`src/genset_pkg.sv`:
```
// Shared constants and types of the genset mode and alarm sequencer.
// Assumes a single system clock and synchronous active high reset.
package genset_pkg;

   // =====================================================================
   // Timing
   localparam int unsigned CLK_PERIOD_NS   = 32'h0000_0019;
   localparam int unsigned TICK_PERIOD_NS  = 32'h3B9A_CA00; // one second
   localparam int unsigned TICK_CYCLES_DEF = TICK_PERIOD_NS / CLK_PERIOD_NS;
   localparam int unsigned TEST_HOLD_S     = 32'h0000_0005;
   localparam int unsigned SVC_HOLD_S      = 32'h0000_0005;
   localparam int unsigned SEC_PER_HOUR    = 32'h0000_0E10;
   localparam int unsigned SEC_PER_DAY     = 32'h0001_5180;
   localparam int unsigned TW              = 32'h0000_0010;
   localparam int unsigned N_SVC           = 32'h0000_0003;

   // =====================================================================
   // Fault levels and sticky field positions
   localparam logic [1:0] LVL_WARN = 2'h1;
   localparam logic [1:0] LVL_LDD  = 2'h2;
   localparam logic [1:0] LVL_SHD  = 2'h3;
   localparam int unsigned STK_WRN = 32'h0000_0000;
   localparam int unsigned STK_LDD = 32'h0000_0001;
   localparam int unsigned STK_SHD = 32'h0000_0002;

   // =====================================================================
   // Types
   typedef enum logic [1:0] {
      M_STOP = 2'h0, M_AUTO = 2'h1, M_RUN = 2'h3, M_TEST = 2'h2
   } mode_t;

   typedef enum logic [3:0] {
      S_REST  = 4'h0, S_WAIT   = 4'h1, S_PREHEAT = 4'h3, S_CRANK  = 4'h2,
      S_PAUSE = 4'h6, S_IDLE   = 4'h7, S_WARM    = 4'h5, S_GEN_DLY = 4'h4,
      S_LOADED = 4'hC, S_SETTLE = 4'hD, S_COOL   = 4'hF, S_HALT   = 4'hE
   } seq_t;

   typedef struct packed {
      logic stop_key, auto_key, run_key, silence_key, indicator_check_key;
      logic panel_lock, mains_volt_ok, mains_freq_ok, mains_order_ok;
      logic mains_override, forced_run_request, ext_run, engine_fired;
      logic gen_volt_ok, gen_freq_ok, gen_order_ok, sched_disable;
      logic protect_override, fault_shutdown, fault_loaddump, fault_warning;
   } pins_t;

   typedef struct packed {
      logic                       lock_en, order_check_en, ext_run_en;
      logic                       backup_en;
      logic [2:0]                 sticky;
      logic [3:0]                 crank_tries;
      logic [N_SVC-1:0][1:0]      svc_level;
   } cfg_t;

   typedef struct packed {
      logic [TW-1:0] start_dly, preheat, crank, idle, warmup, gen_dly;
      logic [TW-1:0] settle, mains_dly, cool, stop_coil, stop_confirm;
   } timers_t;

   typedef struct packed {
      logic [N_SVC-1:0][TW-1:0] hours;
      logic [N_SVC-1:0][TW-1:0] days;
   } svc_lim_t;

   typedef struct packed {
      logic fuel, preheat, crank, idle_speed, stop_coil;
      logic gen_contactor, mains_contactor, alarm, service;
   } relays_t;

   typedef struct packed {
      logic alarm_lamp, warn_lamp, auto_lamp, service_lamp;
      logic halt_failure_warning;
   } lamps_t;

endpackage : genset_pkg

```
`src/genset_mode_alarm_sequencer.sv`:
```
// Operating mode, start/stop sequence, fault priority and service sets.
// Assumes panel and plant pins are asynchronous; config is static.
// How it works
// RULE1: Run key held five seconds selects test
// RULE2: Stop unloads, cools down; second stop halts
// RULE3: Engine still turning after confirm: warning
// RULE4: Mains contactor only with healthy mains
// RULE5: Stop mode ignores every start request
// RULE6: Panel lock freezes the operating mode
// RULE7: Mains availability with override priority chain
// RULE8: Outage confirm delay; mains return aborts
// RULE9: Fuel, preheat, then crank attempts, cut
// RULE10: Idle, warm up, check alternator, then load
// RULE11: Mains return: settle, swap contactors delayed
// RULE12: Cool down at idle, stop coil, rearm (idle speed only for the last TIMERS.idle seconds of S_COOL)
// RULE13: Schedule block flashes auto lamp, stops
// RULE14: Run mode runs unloaded; backup swaps
// RULE15: Test mode runs and carries the load
// RULE16: Three fault levels drive lamps, relays
// RULE17: First fault wins; lower ones rejected (a later higher fault still latches and acts)
// RULE18: Silence drops alarm output only
// RULE19: Sticky faults hold; mode key clears
// RULE20: Protection override turns faults into warnings
// RULE21: Three service sets, hours and days
// RULE22: Service due flashes; two keys clear
// RULE23: All timers count a one second tick
`timescale 1ns/1ps
module genset_mode_alarm_sequencer
   import genset_pkg::*;
#(
   parameter int unsigned TICK_CYCLES = TICK_CYCLES_DEF
)(
   input  wire logic     CLK,
   input  wire logic     RESET,
   input  wire pins_t    PINS,
   input  wire cfg_t     CFG,
   input  wire timers_t  TIMERS,
   input  wire svc_lim_t SVC_LIMITS,
   output      mode_t    MODE,
   output      relays_t  RELAYS,
   output      lamps_t   LAMPS
);

   // =====================================================================
   // Second tick and flash
   logic [31:0] tick_cnt_ff;
   logic        tick;
   logic        blink_ff;

   assign tick = (tick_cnt_ff == 32'(TICK_CYCLES - 1)); // RULE23

   always_ff @(posedge CLK) begin
      if (RESET || tick) begin
         tick_cnt_ff <= 32'h0000_0000;
      end else begin
         tick_cnt_ff <= tick_cnt_ff + 32'h0000_0001;
      end
   end

   always_ff @(posedge CLK) begin
      if (RESET) begin
         blink_ff <= 1'b0;
      end else if (tick) begin
         blink_ff <= ~blink_ff;
      end
   end

   // =====================================================================
   // Pin synchroniser and key edges
   pins_t meta_ff, pin_ff, prev_ff;

   always_ff @(posedge CLK) begin
      if (RESET) begin
         meta_ff <= '0;
         pin_ff  <= '0;
         prev_ff <= '0;
      end else begin
         meta_ff <= PINS;
         pin_ff  <= meta_ff;
         prev_ff <= pin_ff;
      end
   end

   logic stop_press, auto_press, run_release, silence_press;
   assign stop_press    = pin_ff.stop_key & ~prev_ff.stop_key;
   assign auto_press    = pin_ff.auto_key & ~prev_ff.auto_key;
   assign run_release   = ~pin_ff.run_key & prev_ff.run_key;
   assign silence_press = pin_ff.silence_key & ~prev_ff.silence_key;

   // =====================================================================
   // Operating mode
   logic [2:0] hold_cnt_ff;
   logic       hold_done_ff;
   logic       test_pick, run_pick, lock, mode_press;
   mode_t      mode_ff;

   assign test_pick = pin_ff.run_key & tick & ~hold_done_ff
                    & (hold_cnt_ff == 3'(TEST_HOLD_S - 1)); // RULE1
   assign run_pick   = run_release & ~hold_done_ff; // RULE1
   assign lock       = CFG.lock_en & pin_ff.panel_lock;
   assign mode_press = stop_press | auto_press | test_pick | run_pick;

   always_ff @(posedge CLK) begin
      if (RESET || !pin_ff.run_key) begin
         hold_cnt_ff  <= 3'h0;
         hold_done_ff <= 1'b0;
      end else if (tick && !hold_done_ff) begin
         hold_cnt_ff  <= hold_cnt_ff + 3'h1;
         hold_done_ff <= test_pick;
      end
   end

   // Lock blocks changes only; display keys are outside this block
   always_ff @(posedge CLK) begin
      if (RESET) begin
         mode_ff <= M_STOP;
      end else if (!lock) begin // RULE6
         if (stop_press) begin
            mode_ff <= M_STOP;
         end else if (auto_press) begin
            mode_ff <= M_AUTO;
         end else if (test_pick) begin
            mode_ff <= M_TEST; // RULE1
         end else if (run_pick) begin
            mode_ff <= M_RUN;
         end
      end
   end

   // =====================================================================
   // Mains and alternator evaluation
   logic mains_ok, avail, gen_ok, sched;

   assign mains_ok = pin_ff.mains_volt_ok & pin_ff.mains_freq_ok
                   & (pin_ff.mains_order_ok | ~CFG.order_check_en); // RULE4
   assign gen_ok   = pin_ff.gen_volt_ok & pin_ff.gen_freq_ok
                   & pin_ff.gen_order_ok; // RULE10
   assign sched    = pin_ff.sched_disable & (mode_ff == M_AUTO); // RULE13

   always_comb begin
      avail = pin_ff.mains_volt_ok & pin_ff.mains_freq_ok; // RULE7
      if (pin_ff.mains_override) begin
         avail = 1'b1;
      end
      if (pin_ff.forced_run_request) begin
         avail = 1'b0;
      end
      if (CFG.ext_run_en) begin
         avail = ~pin_ff.ext_run;
      end
   end

   // =====================================================================
   // Faults
   logic [N_SVC-1:0] svc_due;
   logic shd_ff, ldd_ff, wrn_ff, muted_ff, halt_fail_ff;
   logic shd_src, ldd_src, wrn_src, svc_shd, svc_ldd, svc_wrn;
   logic nxt_shd, nxt_ldd, nxt_wrn, new_fault;

   always_comb begin
      svc_shd = 1'b0;
      svc_ldd = 1'b0;
      svc_wrn = 1'b0;
      for (int i = 0; i < N_SVC; i++) begin // RULE22
         svc_shd |= svc_due[i] & (CFG.svc_level[i] == LVL_SHD);
         svc_ldd |= svc_due[i] & (CFG.svc_level[i] == LVL_LDD);
         svc_wrn |= svc_due[i] & (CFG.svc_level[i] == LVL_WARN);
      end
   end

   // Override demotes trips; they still show on the warning lamp
   assign shd_src = ~pin_ff.protect_override
                  & (pin_ff.fault_shutdown | svc_shd); // RULE20
   assign ldd_src = ~pin_ff.protect_override
                  & (pin_ff.fault_loaddump | svc_ldd);
   assign wrn_src = pin_ff.fault_warning | svc_wrn | halt_fail_ff
                  | (pin_ff.protect_override & (pin_ff.fault_shutdown
                  | svc_shd | pin_ff.fault_loaddump | svc_ldd));

   // A present source wins over the mode key clear
   assign nxt_shd = shd_src | (shd_ff & ~(mode_press // RULE19
                  | (~CFG.sticky[STK_SHD] & ~shd_src)));
   assign nxt_ldd = (ldd_src & ~shd_ff) | (ldd_ff & ~(mode_press // RULE17
                  | (~CFG.sticky[STK_LDD] & ~ldd_src)));
   assign nxt_wrn = (wrn_src & ~shd_ff & ~ldd_ff) | (wrn_ff & ~(mode_press
                  | (~CFG.sticky[STK_WRN] & ~wrn_src)));
   assign new_fault = (nxt_shd & ~shd_ff) | (nxt_ldd & ~ldd_ff)
                    | (nxt_wrn & ~wrn_ff);

   always_ff @(posedge CLK) begin
      if (RESET) begin
         shd_ff <= 1'b0;
         ldd_ff <= 1'b0;
         wrn_ff <= 1'b0;
      end else begin
         shd_ff <= nxt_shd;
         ldd_ff <= nxt_ldd;
         wrn_ff <= nxt_wrn;
      end
   end

   always_ff @(posedge CLK) begin
      if (RESET || new_fault) begin
         muted_ff <= 1'b0;
      end else if (silence_press) begin
         muted_ff <= 1'b1; // RULE18
      end
   end

   // =====================================================================
   // Start and stop sequence
   seq_t          state_ff, nxt_state;
   logic [TW-1:0] tmr_ff, dur;
   logic [3:0]    tries_ff;
   logic          want_run, want_load, inhibit, done, running;

   assign want_run  = (mode_ff == M_RUN) | (mode_ff == M_TEST) // RULE14
                    | ((mode_ff == M_AUTO) & ~sched & ~avail); // RULE5
   assign want_load = (mode_ff == M_TEST) // RULE15
                    | ((mode_ff == M_AUTO) & ~sched & ~avail)
                    | ((mode_ff == M_RUN) & CFG.backup_en & ~avail);
   assign inhibit   = shd_ff | ldd_ff;
   assign done      = (tmr_ff == '0);
   // Fuel stays off while an outage is still being confirmed
   assign running   = (state_ff != S_REST) & (state_ff != S_WAIT)
                    & (state_ff != S_HALT);

   always_comb begin
      nxt_state = state_ff;
      case (state_ff)
         S_REST: if (want_run && !inhibit) begin
            nxt_state = (mode_ff == M_AUTO) ? S_WAIT : S_PREHEAT;
         end
         S_WAIT: if (!want_run || inhibit) begin
            nxt_state = S_REST; // RULE8
         end else if (done) begin
            nxt_state = S_PREHEAT;
         end
         S_PREHEAT: if (done) begin
            nxt_state = S_CRANK; // RULE9
         end
         S_CRANK: if (pin_ff.engine_fired) begin
            nxt_state = S_IDLE; // RULE9
         end else if (done) begin
            nxt_state = (tries_ff >= CFG.crank_tries) ? S_HALT : S_PAUSE;
         end
         S_PAUSE: if (done) begin
            nxt_state = S_CRANK;
         end
         S_IDLE: if (done) begin
            nxt_state = S_WARM; // RULE10
         end
         S_WARM: if (done && want_load && gen_ok) begin
            nxt_state = S_GEN_DLY; // RULE10
         end
         S_GEN_DLY: if (!want_load || !gen_ok) begin
            nxt_state = S_WARM;
         end else if (done) begin
            nxt_state = S_LOADED;
         end
         S_LOADED: if (!want_load) begin // RULE2
            nxt_state = (want_run || (mode_ff == M_AUTO && !sched))
                      ? S_SETTLE : S_COOL; // RULE11
         end
         S_SETTLE: if (want_load) begin
            nxt_state = S_LOADED;
         end else if (done) begin
            nxt_state = want_run ? S_WARM : S_COOL; // RULE11
         end
         S_COOL: if (done || (stop_press && mode_ff == M_STOP)) begin
            nxt_state = S_HALT; // RULE2
         end
         S_HALT: if (done) begin
            nxt_state = S_REST; // RULE12
         end
         default: nxt_state = S_REST;
      endcase
      // Demand loss during start stops at once; once idling it cools
      if (!want_run && (state_ff == S_PREHEAT || state_ff == S_CRANK
          || state_ff == S_PAUSE)) begin
         nxt_state = S_HALT;
      end
      if (!want_run && (state_ff == S_IDLE || state_ff == S_WARM
          || state_ff == S_GEN_DLY)) begin
         nxt_state = S_COOL;
      end
      if (ldd_ff && running && state_ff != S_COOL) begin
         nxt_state = S_COOL; // RULE16
      end
      if (shd_ff && running) begin
         nxt_state = S_HALT; // RULE16
      end
   end

   always_comb begin
      case (nxt_state)
         S_WAIT:    dur = TIMERS.start_dly;
         S_PREHEAT: dur = TIMERS.preheat;
         S_CRANK:   dur = TIMERS.crank;
         S_PAUSE:   dur = TIMERS.crank;
         S_IDLE:    dur = TIMERS.idle;
         S_WARM:    dur = TIMERS.warmup;
         S_GEN_DLY: dur = TIMERS.gen_dly;
         S_SETTLE:  dur = TIMERS.settle;
         S_COOL:    dur = TIMERS.cool;
         S_HALT:    dur = TIMERS.stop_coil;
         default:   dur = '0;
      endcase
   end

   always_ff @(posedge CLK) begin
      if (RESET) begin
         state_ff <= S_REST;
         tmr_ff   <= '0;
      end else begin
         state_ff <= nxt_state;
         if (nxt_state != state_ff) begin
            tmr_ff <= dur;
         end else if (tick && !done) begin
            tmr_ff <= tmr_ff - 1'b1; // RULE23
         end
      end
   end

   always_ff @(posedge CLK) begin
      if (RESET || state_ff == S_REST) begin
         tries_ff <= 4'h0;
      end else if (nxt_state == S_CRANK && state_ff != S_CRANK) begin
         tries_ff <= tries_ff + 4'h1; // RULE9
      end
   end

   // =====================================================================
   // Stop confirmation and mains contactor delay
   logic [TW-1:0] conf_cnt_ff, mdly_ff;
   logic          conf_ff, conf_expire, gen_on;

   assign conf_expire = conf_ff & tick & (conf_cnt_ff == '0);
   assign gen_on = ((state_ff == S_LOADED) | (state_ff == S_SETTLE))
                 & ~inhibit; // RULE16

   always_ff @(posedge CLK) begin
      if (RESET) begin
         conf_ff     <= 1'b0;
         conf_cnt_ff <= '0;
      end else if (nxt_state == S_HALT && state_ff != S_HALT) begin
         conf_ff     <= 1'b1;
         conf_cnt_ff <= TIMERS.stop_confirm;
      end else if (conf_ff && tick) begin
         conf_ff     <= ~conf_expire;
         conf_cnt_ff <= conf_cnt_ff - {{(TW-1){1'b0}}, ~conf_expire};
      end
   end

   always_ff @(posedge CLK) begin
      if (RESET) begin
         halt_fail_ff <= 1'b0;
      end else begin
         halt_fail_ff <= (conf_expire & pin_ff.engine_fired) // RULE3
                       | (halt_fail_ff & ~mode_press);
      end
   end

   always_ff @(posedge CLK) begin
      if (RESET || gen_on) begin
         mdly_ff <= TIMERS.mains_dly; // RULE11
      end else if (tick && mdly_ff != '0) begin
         mdly_ff <= mdly_ff - 1'b1;
      end
   end

   // =====================================================================
   // Service sets
   logic [2:0] svc_hold_ff;
   logic       svc_hold_done_ff, svc_clear;

   assign svc_clear = pin_ff.silence_key & pin_ff.indicator_check_key
                    & tick & ~svc_hold_done_ff
                    & (svc_hold_ff == 3'(SVC_HOLD_S - 1)); // RULE22

   always_ff @(posedge CLK) begin
      if (RESET || !(pin_ff.silence_key && pin_ff.indicator_check_key))
      begin
         svc_hold_ff      <= 3'h0;
         svc_hold_done_ff <= 1'b0;
      end else if (tick && !svc_hold_done_ff) begin
         svc_hold_ff      <= svc_hold_ff + 3'h1;
         svc_hold_done_ff <= svc_clear;
      end
   end

   for (genvar i = 0; i < N_SVC; i++) begin : g_svc
      logic [11:0]   hsec_ff;
      logic [16:0]   dsec_ff;
      logic [TW-1:0] hrs_ff, days_ff;
      logic          hwrap, dwrap;
      assign hwrap = (hsec_ff == 12'(SEC_PER_HOUR - 1));
      assign dwrap = (dsec_ff == 17'(SEC_PER_DAY - 1));
      // Zero limit disables that half; both zero leaves the set idle
      assign svc_due[i] = // RULE21
         ((SVC_LIMITS.hours[i] != '0) && (hrs_ff >= SVC_LIMITS.hours[i]))
         || ((SVC_LIMITS.days[i] != '0) && (days_ff >= SVC_LIMITS.days[i]));
      always_ff @(posedge CLK) begin
         if (RESET || svc_clear) begin
            hsec_ff <= '0;
            dsec_ff <= '0;
            hrs_ff  <= '0;
            days_ff <= '0;
         end else if (tick) begin
            dsec_ff <= dwrap ? '0 : dsec_ff + 17'h0_0001;
            days_ff <= days_ff + {{(TW-1){1'b0}}, dwrap};
            if (pin_ff.engine_fired) begin
               hsec_ff <= hwrap ? '0 : hsec_ff + 12'h001;
               hrs_ff  <= hrs_ff + {{(TW-1){1'b0}}, hwrap};
            end
         end
      end
   end

   // =====================================================================
   // Registered outputs
   always_ff @(posedge CLK) begin
      if (RESET) begin
         RELAYS <= '0;
         LAMPS  <= '0;
      end else begin
         RELAYS.fuel       <= running;
         RELAYS.preheat    <= (state_ff == S_PREHEAT); // RULE9
         RELAYS.crank      <= (state_ff == S_CRANK) & ~pin_ff.engine_fired;
         RELAYS.idle_speed <= (state_ff == S_IDLE) // RULE12
                            | ((state_ff == S_COOL) & (tmr_ff <= TIMERS.idle));
         RELAYS.stop_coil  <= (state_ff == S_HALT); // RULE12
         RELAYS.gen_contactor   <= gen_on;
         RELAYS.mains_contactor <= ~gen_on & mains_ok // RULE4
                                 & (mdly_ff == '0);
         RELAYS.alarm      <= (shd_ff | ldd_ff | wrn_ff) & ~muted_ff;
         RELAYS.service    <= |svc_due; // RULE22
         LAMPS.alarm_lamp  <= shd_ff | ldd_ff; // RULE16
         LAMPS.warn_lamp   <= wrn_ff;
         LAMPS.auto_lamp   <= (mode_ff == M_AUTO)
                            & (~pin_ff.sched_disable | blink_ff); // RULE13
         LAMPS.service_lamp <= (|svc_due) & blink_ff;
         LAMPS.halt_failure_warning <= halt_fail_ff;
      end
   end

   assign MODE = mode_ff;
endmodule : genset_mode_alarm_sequencer

```
`config.mk`:
```
export PLATFORM = sky130hd
export DESIGN_NAME = genset_mode_alarm_sequencer
export DESIGN_NICKNAME = d
export VERILOG_FILES = /design/src/genset_pkg.sv /design/src/genset_mode_alarm_sequencer.sv
export SDC_FILE = /design/constraint.sdc
export NUM_CORES = 1
export LEC_CHECK = 0
export BUFFER_PORTS_ARGS = -buffer_cell sky130_fd_sc_hd__buf_2
export CAP_MARGIN = 20
export CORE_ASPECT_RATIO = 0.8
export CORE_UTILIZATION = 45
export CTS_BUF_LIST = sky130_fd_sc_hd__clkbuf_4 sky130_fd_sc_hd__clkbuf_8 sky130_fd_sc_hd__clkbuf_16
export DETAILED_ROUTE_END_ITERATION = 16
export GPL_TIMING_DRIVEN = 0
export PLACE_DENSITY = 0.71
export SETUP_SLACK_MARGIN = 0.3
export SYNTH_ARGS = -nofsm -noshare
export SYNTH_HDL_FRONTEND = slang
export SYNTH_SLANG_ARGS = --single-unit
export TNS_END_PERCENT = 1
```
`constraint.sdc`:
```
create_clock -name CLK -period 4.05 [get_ports CLK]
set_input_delay 0.6075 -clock CLK [delete_from_list [all_inputs] [get_ports CLK]]
set_output_delay 0.6075 -clock CLK [all_outputs]
set_load 0.05 [all_outputs]
```
==> metrics <==
GPL Wtd Cong 0.943; worst reg2reg startpoint tmr_ff[1]; vias in the first global route ~18000; ys flop type dfxtp_1; DIE HEIGHT 189 um; Placed Area 22100 um2; DRC 0; Avg Inst Size Synth between 8 and 9 um2; commonest non-fill, non-tap cell in the layout buf_2; dpl cells 3300; relative slew slack 26.6%; largest net degree at the start of global routing 15; worst slew pin tran 1.10 ns; Post-synth EDFFs 16; fin cells 3374; CTS tree yes; synthesized area 19700 um2; final instance area about 24000 um2; number of max-cap violations 0; Final Hold Vio Count 0; skew final 0.0221 ns; leading area contributor after synthesis dfxtp_1; Worst Path Arrival 4.32 ns; final wirelength 58100 um; Port Buffers 327; post-synth top area share 33.7%; RSZ-0062 raised after global routing yes; H-tree Lvls 2; clock slew at reported path FFs 0.06 ns; via count about 19000; PwrDens 499 nW/um2; drt pass-1 iters 5; outcome finished, final reports clean; post-layout min period 3.86 ns; Die Footprint roughly 45000 um2; core box area 43100 um2; register area share after synthesis 36.1%; root buffer cell clkbuf_16; total track usage 25.2%; CTS buffer count 38; Hold-fix buffers, CTS 0; first-pass GRT wire length 92200 um; maximum VDD drop around 0.42 mV; die width between 200 and 250 um; Yosys Warn Count 0; DRT iter0 DRCs roughly 1600; final setup vio count 0; FFs w/ async S/R, synth 0%; hold_sp PINS[6]; distinct cell type count after synthesis 91; DPL Wire Length 45100 um; Routed Antenna Nets 0; worst-path fanout max 10; TNS Setup 0 ns; nets@finish 3239; crit path launch tmr_ff[1]; Max clock buf depth 3; num rows 68; final worst path period share 95.2%; Initial Utilization roughly 46%; clk sink count about 350; synthesis-stage register bit count 348; Min-Delay Path Class input port to register; Avg WL per Cell 17.2 um; layout cells sized above 1 between 10% and 20%; synth top area cells dfxtp_1 34%, ha_1 9.1%, xor2_1 6.0%; most frequent cells in the layout 336 x buf_2, 332 x dfxtp_1, 302 x nor2_1, 224 x nand2_1, 165 x inv_1; P_leak roughly 0.010 uW; crit end category register; Net Count, Synth between 2000 and 3000; Skew-Pair Late Insertion Delay around 0.54 ns; GRT Residual Overflow 0; required time of the critical path approximately 4.5 ns; Area Overhead vs Synth 19.7%; # IOs between 300 and 400; DR vias/cell 5.59; CP startpoint kind register; Syn Inst Count 2411; Peak Freq 0.259 GHz; critical path class register to register; initial antenna violation count 4; Slew Viols, Final 0
final timing paths:
path	end	slack (ns)	cells past startpoint
max	tmr_ff[9]	0.19	13
min	meta_ff[6]	0.28	2
max reg2reg	tmr_ff[9]	0.19	13
min reg2reg	pin_ff[19]	0.44	1
worst max-delay path, stage by stage, from the launching register on:
cell and delay [ns]:
dfxtp_1 0.38, inv_1 0.11, ha_2 0.20, or4b_4 0.48
or4_1 0.41, buf_4 0.20, a211o_1 0.27, nand3_1 0.17
buf_2 0.28, clkbuf_1 0.53, nand4_1 0.34, nand3_1 0.20
nor3_2 0.07, o22ai_1 0.12
flip-flops by register name, summed over array words and instances (netlist names), 2 cells and up:
| signal | count |
|---|---|
| LAMPS | 5 |
| MODE | 2 |
| RELAYS | 9 |
| conf_cnt_ff | 16 |
| g_svc.days_ff | 48 |
| g_svc.dsec_ff | 51 |
| g_svc.hrs_ff | 48 |
| g_svc.hsec_ff | 36 |
| hold_cnt_ff | 3 |
| mdly_ff | 16 |
| meta_ff | 21 |
| pin_ff | 21 |
| prev_ff | 4 |
| state_ff | 4 |
| svc_hold_ff | 3 |
| tick_cnt_ff | 32 |
| tmr_ff | 16 |
| tries_ff | 4 |
metrics by stage:
step | worst slack [ns] | hold slack [ns] | util [%] | total power, uW
after floorplan | 0.492 | 0.402 | - | 6600
after global placement | -0.611 | 0.418 | 51.1 | 7740
after detailed placement | -0.381 | 0.426 | 51.2 | 7800
after CTS | 0.157 | 0.269 | 54.4 | 11500
after global routing | 0.0915 | 0.274 | 54.7 | 12300
final | 0.193 | 0.282 | 54.7 | 11800
synthesized netlist by cell type, types with 5 or more instances:
master and count:
xor2_1 134, nor4b_1 8, and4_1 15, nor2b_1 59, nand4_1 74, a21oi_1 123, a31oi_1 13, o21ai_1 5
nor3_1 38, nand2b_1 19, or3_1 50, nand3b_1 8, clkbuf_1 65, xnor2_1 71, o21a_1 8, nand2_1 224
a2111oi_0 7, a211o_1 5, a22o_1 5, edfxtp_1 16, and2_1 5, inv_1 166, nor2_1 307, ha_1 144
or4_1 6, buf_1 7, a21o_1 38, nand3_1 101, dfxtp_1 332, and3_1 45, nor4_1 47, o31ai_1 6
a211oi_1 31, o211ai_1 7, mux2i_1 22, o22ai_1 10, o21ai_0 88, buf_2 9
layout make-up:
class	instances	area [um2]
multi-input cells	1812	11800
diodes	5	12.5
clock buffers	51	1110
clock inverters	15	203
well taps	560	701
inverters	166	623
fillers	3889	19500
flip-flops and latches	348	7130
plain buffers	85	374
repair buffers	332	1680
kinds of logic (layout without fill, tap and decap cells):
| family | after synthesis | after routing | synth area share [%] |
|---|---|---|---|
| mux | 23 | 23 | 1.17 |
| buf+inv | 251 | 649 | 4.93 |
| compound gates | 408 | 408 | 13.7 |
| fa+ha+maj | 144 | 144 | 9.14 |
| other cells | 0 | 5 | 0 |
| xor+xnor | 205 | 205 | 9.11 |
| flops | 348 | 348 | 36.1 |
| simple gates | 1032 | 1032 | 25.8 |
per-layer routing:
metal	up-vias	global-route usage [%]	part of all wire (%)
met5	-	0	0.022
met4	2	6.41	1.9
met3	93	4.51	8.3
met2	746	39.3	43
met1	8857	35.8	47
li1	9179	-	-
power breakdown:
group | total [uW] | switching, uW | internal, uW | leakage [uW]
Sequential | 3790 | 156 | 3640 | 0.00285
Clock | 3610 | 1430 | 2180 | 0.000652
Combinational | 4360 | 2750 | 1610 | 0.00660
timing repair:
action / CTS / global route
gates resized for setup: 21 / 31
hold endpoints to repair: 0 / 0
endpoints found under the setup margin: 63 / 157
pin swaps: 0 / 4
buffers inserted: 0 / 3
Note: power is estimated with default switching activity, not from simulation.
